## config.mk

```make
export PLATFORM = sky130hd
export DESIGN_NAME = reverse_overcurrent_threshold_regs
export DESIGN_NICKNAME = d
export VERILOG_FILES = /design/src/verilog/rev_limit_pkg.sv /design/src/verilog/reverse_overcurrent_threshold_regs.sv
export SDC_FILE = /design/constraint.sdc
export NUM_CORES = 1
export LEC_CHECK = 0
export ABC_CLOCK_PERIOD_IN_PS = 10900
export BUFFER_PORTS_ARGS = -buffer_cell sky130_fd_sc_hd__buf_2
export CORE_UTILIZATION = 30
export CTS_CLUSTER_SIZE = 14
export DETAILED_ROUTE_END_ITERATION = 8
export GPL_TIMING_DRIVEN = 0
export PLACE_DENSITY = 0.56
export SETUP_SLACK_MARGIN = 0.3
export SKIP_LAST_GASP = 1
export SLEW_MARGIN = 20
export SYNTH_ARGS = -nofsm -noshare
export SYNTH_HDL_FRONTEND = slang
export SYNTH_SLANG_ARGS = --single-unit
```

## constraint.sdc

```tcl
create_clock -name i_clk -period 10.9 [get_ports i_clk]
set_input_delay 0.545 -clock i_clk [delete_from_list [all_inputs] [get_ports i_clk]]
set_output_delay 0.545 -clock i_clk [all_outputs]
set_load 0.1 [all_outputs]
```

## src/verilog/rev_limit_pkg.sv

```systemverilog
/*
  constants for the reverse over-current threshold register pair.
  assumes a decoded byte-wide register port from the serial interface.
*/
// Overview of operation
// - second limit register: 8-bit RW, reset 0x64
// - threshold equals code times step minus 0.15 A
// - gain select bits 00..11 mean 10x..40x
// - third limit register: 8-bit RW, reset 0xFF
// - thresholds act only during reverse power flow
package rev_limit_pkg;
  // ----------------------------------------------------------
  // register map
  // ----------------------------------------------------------
  localparam logic [7:0] ADDR_LIMIT_TWO = 8'h23;
  localparam logic [7:0] ADDR_LIMIT_THREE = 8'h24;
  localparam logic [7:0] RESET_LIMIT_TWO = 8'h64;
  localparam logic [7:0] RESET_LIMIT_THREE = 8'hFF;
  // ----------------------------------------------------------
  // threshold arithmetic, currents in microamps
  // ----------------------------------------------------------
  localparam int THR_W = 27;
  localparam logic signed [26:0] OFFSET_UA = 27'sd150000;
  localparam logic [16:0] STEP_GAIN10_UA = 17'd81920;
  localparam logic [16:0] STEP_GAIN20_UA = 17'd40960;
  localparam logic [16:0] STEP_GAIN30_UA = 17'd27307;
  localparam logic [16:0] STEP_GAIN40_UA = 17'd20480;
  localparam logic [1:0] GAIN_SEL_10X = 2'b00;
  localparam logic [1:0] GAIN_SEL_20X = 2'b01;
  localparam logic [1:0] GAIN_SEL_30X = 2'b10;
  localparam logic [1:0] GAIN_SEL_40X = 2'b11;
endpackage

```

## src/verilog/reverse_overcurrent_threshold_regs.sv

```systemverilog
/*
  reverse over-current threshold registers with their comparators.
  assumes the serial front end gives decoded byte accesses, and that the
  current measurement and direction come from logic on i_clk.
*/
`timescale 1ns/10ps
module reverse_overcurrent_threshold_regs
  import rev_limit_pkg::*;
(
  // clock and reset
  input wire logic i_clk,
  input wire logic i_reset_n,
  // register port
  input wire logic [7:0] i_reg_addr,
  input wire logic i_reg_wr,
  input wire logic i_reg_rd,
  input wire logic [7:0] i_reg_wdata,
  output logic [7:0] o_reg_rdata,
  // analog side
  input wire logic [1:0] i_sense_gain_select,
  input wire logic i_reverse_mode,
  input wire logic signed [26:0] i_reverse_current_ua,
  // status and alert
  input wire logic [1:0] i_alert_unmask,
  input wire logic [1:0] i_flag_clear,
  output logic signed [26:0] o_second_threshold_ua,
  output logic signed [26:0] o_third_threshold_ua,
  output logic [1:0] o_limit_flags,
  output logic o_alert
);

  // ----------------------------------------------------------
  // helpers
  // ----------------------------------------------------------
  // step per code follows the selected sense gain
  function automatic logic [16:0] step_of(input logic [1:0] gain);
    logic [16:0] s;
    s = STEP_GAIN10_UA;
    unique case (gain)
      GAIN_SEL_10X: s = STEP_GAIN10_UA;
      GAIN_SEL_20X: s = STEP_GAIN20_UA;
      GAIN_SEL_30X: s = STEP_GAIN30_UA;
      GAIN_SEL_40X: s = STEP_GAIN40_UA;
    endcase
    return s;
  endfunction

  // signed result, low codes go negative and trip even at zero reverse current
  function automatic logic signed [26:0] thr_of(input logic [7:0] code,
                                                input logic [1:0] gain);
    logic [24:0] prod;
    // widen both operands first so the product is never cut to 17 bits
    prod = 25'(code) * 25'(step_of(gain));
    return $signed({2'b00, prod}) - OFFSET_UA;
  endfunction

  // ----------------------------------------------------------
  // state
  // ----------------------------------------------------------
  logic [7:0] limit_two_reg, limit_two_next;
  logic [7:0] limit_three_reg, limit_three_next;
  logic [7:0] rdata_reg, rdata_next;
  logic signed [26:0] thr_two_reg, thr_two_next;
  logic signed [26:0] thr_three_reg, thr_three_next;
  logic [1:0] flags_reg, flags_next;
  logic alert_reg, alert_next;
  logic [1:0] trip;

  // register writes and registered read data
  always_comb begin
    limit_two_next = limit_two_reg;
    limit_three_next = limit_three_reg;
    rdata_next = rdata_reg;
    if (i_reg_wr && i_reg_addr == ADDR_LIMIT_TWO) begin
      limit_two_next = i_reg_wdata;
    end
    if (i_reg_wr && i_reg_addr == ADDR_LIMIT_THREE) begin
      limit_three_next = i_reg_wdata;
    end
    if (i_reg_rd) begin
      // unmapped addresses read as zero
      unique case (i_reg_addr)
        ADDR_LIMIT_TWO: rdata_next = limit_two_reg;
        ADDR_LIMIT_THREE: rdata_next = limit_three_reg;
        default: rdata_next = 8'h00;
      endcase
    end
  end

  // thresholds recomputed every cycle so gain changes apply one clock later
  always_comb begin
    thr_two_next = thr_of(limit_two_reg, i_sense_gain_select);
    thr_three_next = thr_of(limit_three_reg, i_sense_gain_select);
  end

  // sticky flags; a trip in the clear cycle wins over the clear
  always_comb begin
    trip[0] = i_reverse_mode && (i_reverse_current_ua > thr_two_reg);
    trip[1] = i_reverse_mode && (i_reverse_current_ua > thr_three_reg);
    flags_next = (flags_reg & ~i_flag_clear) | trip;
    alert_next = |(flags_reg & i_alert_unmask);
  end

  // single register stage for all state, reset asynchronously to the limit codes and zero
  always_ff @(posedge i_clk or negedge i_reset_n) begin
    if (!i_reset_n) begin
      limit_two_reg <= RESET_LIMIT_TWO;
      limit_three_reg <= RESET_LIMIT_THREE;
      rdata_reg <= 8'h00;
      thr_two_reg <= 27'sd0;
      thr_three_reg <= 27'sd0;
      flags_reg <= 2'b00;
      alert_reg <= 1'b0;
    end else begin
      limit_two_reg <= limit_two_next;
      limit_three_reg <= limit_three_next;
      rdata_reg <= rdata_next;
      thr_two_reg <= thr_two_next;
      thr_three_reg <= thr_three_next;
      flags_reg <= flags_next;
      alert_reg <= alert_next;
    end
  end

  // outputs straight from flops
  assign o_reg_rdata = rdata_reg;
  assign o_second_threshold_ua = thr_two_reg;
  assign o_third_threshold_ua = thr_three_reg;
  assign o_limit_flags = flags_reg;
  assign o_alert = alert_reg;

  // ----------------------------------------------------------
  // assertions
  // ----------------------------------------------------------
  AST_LIMIT_TWO_WRITE: assert property (
    @(posedge i_clk) disable iff (!i_reset_n)
    (i_reg_wr && i_reg_addr == ADDR_LIMIT_TWO) |=>
      (limit_two_reg == $past(i_reg_wdata)))
    else $error("second limit write not stored");

  AST_LIMIT_THREE_WRITE: assert property (
    @(posedge i_clk) disable iff (!i_reset_n)
    (i_reg_wr && i_reg_addr == ADDR_LIMIT_THREE) |=>
      (limit_three_reg == $past(i_reg_wdata)))
    else $error("third limit write not stored");

  AST_LIMIT_THREE_HOLD: assert property (
    @(posedge i_clk) disable iff (!i_reset_n)
    !(i_reg_wr && i_reg_addr == ADDR_LIMIT_THREE) |=>
      $stable(limit_three_reg))
    else $error("third limit changed without a write");

  AST_READ_BACK: assert property (
    @(posedge i_clk) disable iff (!i_reset_n)
    (i_reg_rd && !i_reg_wr && i_reg_addr == ADDR_LIMIT_TWO) |=>
      (o_reg_rdata == limit_two_reg))
    else $error("second limit read back wrong");

  AST_THRESHOLD_FORMULA: assert property (
    @(posedge i_clk) disable iff (!i_reset_n)
    // guarded so the edge that leaves reset is not judged
    i_reset_n |=> (o_third_threshold_ua ==
         thr_of($past(limit_three_reg), $past(i_sense_gain_select))))
    else $error("third threshold does not follow code and gain");

  AST_GAIN10_STEP: assert property (
    @(posedge i_clk) disable iff (!i_reset_n)
    (limit_two_reg == 8'h06 && i_sense_gain_select == 2'b00) |=>
      (o_second_threshold_ua == 27'sd341520))
    else $error("10x step wrong");

  AST_GAIN40_MIN: assert property (
    @(posedge i_clk) disable iff (!i_reset_n)
    (limit_three_reg == 8'h18 && i_sense_gain_select == 2'b11) |=>
      (o_third_threshold_ua == 27'sd341520))
    else $error("40x select wrong");

  AST_FORWARD_NO_TRIP: assert property (
    @(posedge i_clk) disable iff (!i_reset_n)
    (!i_reverse_mode && flags_reg == 2'b00) |=> (o_limit_flags == 2'b00))
    else $error("flag set during forward flow");

  AST_ALERT_FOLLOWS: assert property (
    @(posedge i_clk) disable iff (!i_reset_n)
    (i_reverse_mode && i_reverse_current_ua > thr_two_reg &&
     i_alert_unmask[0]) ##1 i_alert_unmask[0] |=> o_alert)
    else $error("unmasked trip gave no alert");

  AST_ALERT_MASKED: assert property (
    @(posedge i_clk) disable iff (!i_reset_n)
    ((o_limit_flags & i_alert_unmask) == 2'b00) |=> !o_alert)
    else $error("alert raised with every set flag masked");

  AST_THIRD_TRIP: assert property (
    @(posedge i_clk) disable iff (!i_reset_n)
    (i_reverse_mode && i_reverse_current_ua > thr_three_reg) |=>
      o_limit_flags[1])
    else $error("third limit trip did not set its flag");

  // a trip arriving with the clear must keep the flag set
  AST_SET_WINS: assert property (
    @(posedge i_clk) disable iff (!i_reset_n)
    (i_flag_clear[0] && i_reverse_mode &&
     i_reverse_current_ua > thr_two_reg) |=> o_limit_flags[0])
    else $error("clear beat a trip in the same cycle");

  AST_FLAG_CLEAR: assert property (
    @(posedge i_clk) disable iff (!i_reset_n)
    (i_flag_clear[0] &&
     !(i_reverse_mode && i_reverse_current_ua > thr_two_reg)) |=>
      !o_limit_flags[0])
    else $error("second limit flag survived its clear");

  AST_RESET_DEFAULTS: assert property (
    @(posedge i_clk) disable iff (!i_reset_n)
    $rose(i_reset_n) |->
      (limit_two_reg == RESET_LIMIT_TWO &&
       limit_three_reg == RESET_LIMIT_THREE))
    else $error("limit registers missed their reset codes");

  COV_TRIP_TWO: cover property (@(posedge i_clk) disable iff (!i_reset_n)
    $rose(o_limit_flags[0]));
  COV_TRIP_THREE: cover property (@(posedge i_clk) disable iff (!i_reset_n)
    $rose(o_limit_flags[1]));
  COV_ALERT: cover property (@(posedge i_clk) disable iff (!i_reset_n)
    $rose(o_alert));
  COV_SET_CLEAR: cover property (@(posedge i_clk) disable iff (!i_reset_n)
    i_flag_clear[0] && trip[0]);
  COV_GAIN40_THIRD: cover property (@(posedge i_clk)
    disable iff (!i_reset_n)
    i_sense_gain_select == GAIN_SEL_40X && limit_three_reg == 8'h18);

endmodule
```

==> summary.txt <==
Worst setup path
  • CP max-delay cell: o311ai_1
  • CP cell instances: buf_2 -> inv_1 -> ha_1 -> clkbuf_1 -> nand2_1 -> fa_1 -> fa_1 -> inv_1 -> fa_1 -> inv_1 -> fa_1 -> inv_1 -> ha_1 -> clkbuf_1 -> and3_1 -> a221oi_1 -> a21oi_1 -> o31a_1 -> o311ai_1
  • CP endpoint kind: register
  • Nature of the critical path startpoint: primary input
  • Worst-path maximum fanout: 10
  • CP arrival: 6.11 ns
  • Slowest stage delay, CP: 0.53 ns
  • Data required, critical path: 11.08 ns
  • Crit path kind: primary input to register

Placed design
  • Placed wire-length estimate: 23.64 mm
  • Port-buffer cells: 117
  • GPL Wtd Cong: 0.8492
  • Pre-CTS setup slack: 4.584 ns
  • Placed Area: 11970 sq um

Power
  • Pint: 731.8 uW
  • Sw power: 858.9 uW
  • Power per cell area: 129.7 nW/um^2
  • Register share of total power: 0.242
  • Peak supply drop: 0.2010 mV
  • Sw Ratio: 0.5400
  • Clock group share of total power: 0.191
  • Comb pwr share: 0.567
  • Static Leak: 0.006625 uW

Die
  • Rows: 69
  • I/O pin cnt: 119
  • Die width: 191.6 um
  • Core area: 35480 sq um
  • DIE HEIGHT: 191.6 um
  • Die ar.: 36700 sq um
  • Initial Utilization: 0.3038

STA
  • TNS Setup: 0 ns
  • Rel. slew slack: 0.3661
  • RSZ-0062 raised after global routing: no
  • Hold slack final: 0.09139 ns
  • Pins Over Slew Limit: 0
  • Final setup margin: 4.972 ns
  • Tmin final: 5.928 ns
  • Layout Skew: 0.01772 ns
  • Tcrit/Tclk final: 0.5439
  • Fmax: 168.7 MHz
  • Worst Max-Slew Pin Slew: 0.9268 ns
  • Final Hold Viols: 0
  • Setup violations, final: 0

Routing
  • Highest metal used: met5
  • WL per Instance: 15.48 um
  • Routed WL: 27.61 mm
  • WL met2: 11.96 mm
  • Vias/cell: 4.720
  • Drt pass-1 iters: 5
  • Met3 WL: 1.352 mm
  • Via count: 8420
  • 1st-iter DRT viols: 322
  • Remaining DRCs: 0
  • DRT antenna net count: 0
  • Metal1 wirelength: 13.88 mm

Layout
  • Design area: 12260 sq um
  • Antenna cells: 0
  • Most common cell after layout, fill and taps aside: inv_1
  • Share of layout cells above drive strength 1: 0.1330
  • Most frequent cells in the layout: inv_1, ha_1, buf_2
  • Area Overhead vs Synth: 13.75%
  • Post-layout util: 0.3456
  • Nets: 1670

Clock tree
  • Setup Buffers After CTS: 0
  • CTS Root Buffer Type: clkbuf_16
  • Clock transition at the registers of the reported paths: 0.08 ns
  • Clk sinks: 79
  • Worst-Skew Late Latency: 0.36 ns
  • TritonCTS clock tree: done
  • CTS Buf Count: 9
  • Clock Tree Buf Depth: 2
  • Post-CTS sizing: 0
  • Hold buffer count at CTS: 0
  • H-tree levels: 3

Yosys
  • Number of flops mapped to enable cells by yosys: 0
  • Post-Syn Area: 10780 sq um
  • #FFs+latches synth: 79
  • Syn Inst Count: 1189
  • Yosys warning count: 0
  • Most used DFF post-synth: dfrtp_1
  • Synth unique cells: 59
  • Avg Inst Size Synth: 9.067 sq um
  • Post-synth ARST share: 1.000
  • Seq/Total Area, Yosys: 0.1847
  • Syn Nets: 1541

Outcome
  • Status: complete, no violations

Global route
  • Tot GR Track Use: 0.1560
  • First-pass GRT wire length: 44.60 mm
  • Largest net degree at the start of global routing: 57
  • Vias in the first global route: 8384
  • Initial antenna violation count: 2
  • GRT overflow: 0

Min path
  • Hold Path Class: primary input to async pin

Job
  • Max-cap viol count: 0
-- final cells by class --
| type | count | area (sq um) |
|---|---|---|
| Fill cell | 3706 | 23220 |
| Multi-Input combinational cell | 835 | 7746 |
| Sequential cell | 79 | 1991 |
| Clock buffer | 10 | 239.0 |
| Tap cell | 461 | 576.8 |
| Clock inverter | 6 | 51.30 |
| Inverter | 247 | 927.1 |
| Buffer | 28 | 116.4 |
| Timing Repair Buffer | 118 | 615.6 |
-- through the flow --
stage	instances	power, uW
after detailed placement	1768	1295
after floorplan	1189	1089
after global placement	1767	1285
after CTS	1784	1608
final	1784	1591
after global routing	1784	1699
-- worst paths after layout --
check / slack [ns] / to / cells past startpoint / from
worst max-delay path: 4.97 / o_second_threshold_ua[25] / 19 / i_sense_gain_select[0]
worst min-delay path: 0.09 / o_second_threshold_ua[20] / 1 / i_reset_n
worst max register to register: 5.42 / o_third_threshold_ua[25] / 16 / limit_three_reg[5]
worst min register to register: 0.53 / o_limit_flags[0] / 1 / o_limit_flags[0]
max in group asynchronous: 10.14 / limit_three_reg[6] / 2 / i_reset_n
min in group i_clk: 0.42 / o_alert / 2 / i_alert_unmask[1]
-- power groups by stage --
stage | combinational [uW] | clock [uW] | sequential, uW
floorplan | 371 | 0 | 717
global placement | 894 | 0 | 392
detailed placement | 902 | 0 | 393
CTS | 907 | 313 | 388
global route | 981 | 326 | 392
finish | 902 | 303 | 385
-- cell families (layout without fill, tap and decap cells) --
group                      after synthesis  count (layout)  synth area share
DFF                                     79              79            0.1847
AOI/OAI and AO/OA                      190             190            0.1149
adders and majority gates              298             298            0.4141
buffers and inverters                  275             409           0.09680
muxes                                   17              17           0.01764
xor gates and xnor gates                52              52           0.04225
and+or+nand+nor                        278             278            0.1296
-- layer usage --
| metal | global-route usage | vias to the layer above |
|---|---|---|
| li1 | - | 4149 |
| met1 | 0.2241 | 4036 |
| met2 | 0.2411 | 201 |
| met3 | 0.02919 | 30 |
| met4 | 0.03388 | 4 |
| met5 | 0 | - |
-- worst max-delay path, delay by kind of cell --
kind | cells | cell delay, ns
compound gates | 4 | 1.42
simple gates | 2 | 0.35
buf+inv | 7 | 1.01
fa+ha+maj | 6 | 2.77
-- synthesized netlist by cell type, types with 4 or more instances --
library cell / instances / area [sq um]
a22oi_1: 11 / 82.58
and3_1: 4 / 25.02
a211oi_1: 10 / 75.07
nor2_1: 41 / 153.9
nand2b_1: 15 / 93.84
a31oi_1: 5 / 31.28
nand4_1: 11 / 68.82
o21bai_1: 5 / 37.54
o21a_1: 4 / 30.03
or2_2: 6 / 37.54
and2_1: 49 / 306.5
nand3_1: 16 / 80.08
nor2b_1: 11 / 68.82
xor2_1: 21 / 183.9
fa_1: 98 / 1962
nand2_1: 98 / 367.9
a21oi_1: 67 / 335.3
a221oi_1: 4 / 35.03
inv_1: 247 / 927.1
dfrtp_1: 68 / 1702
ha_1: 200 / 2502
a21o_1: 29 / 217.7
xnor2_1: 31 / 271.5
nor3_1: 13 / 65.06
dfstp_2: 11 / 289.0
mux2_2: 16 / 180.2
a211o_1: 4 / 35.03
o21ai_0: 26 / 130.1
clkbuf_1: 23 / 86.33
No activity file was read; power rests on OpenSTA's default activity.
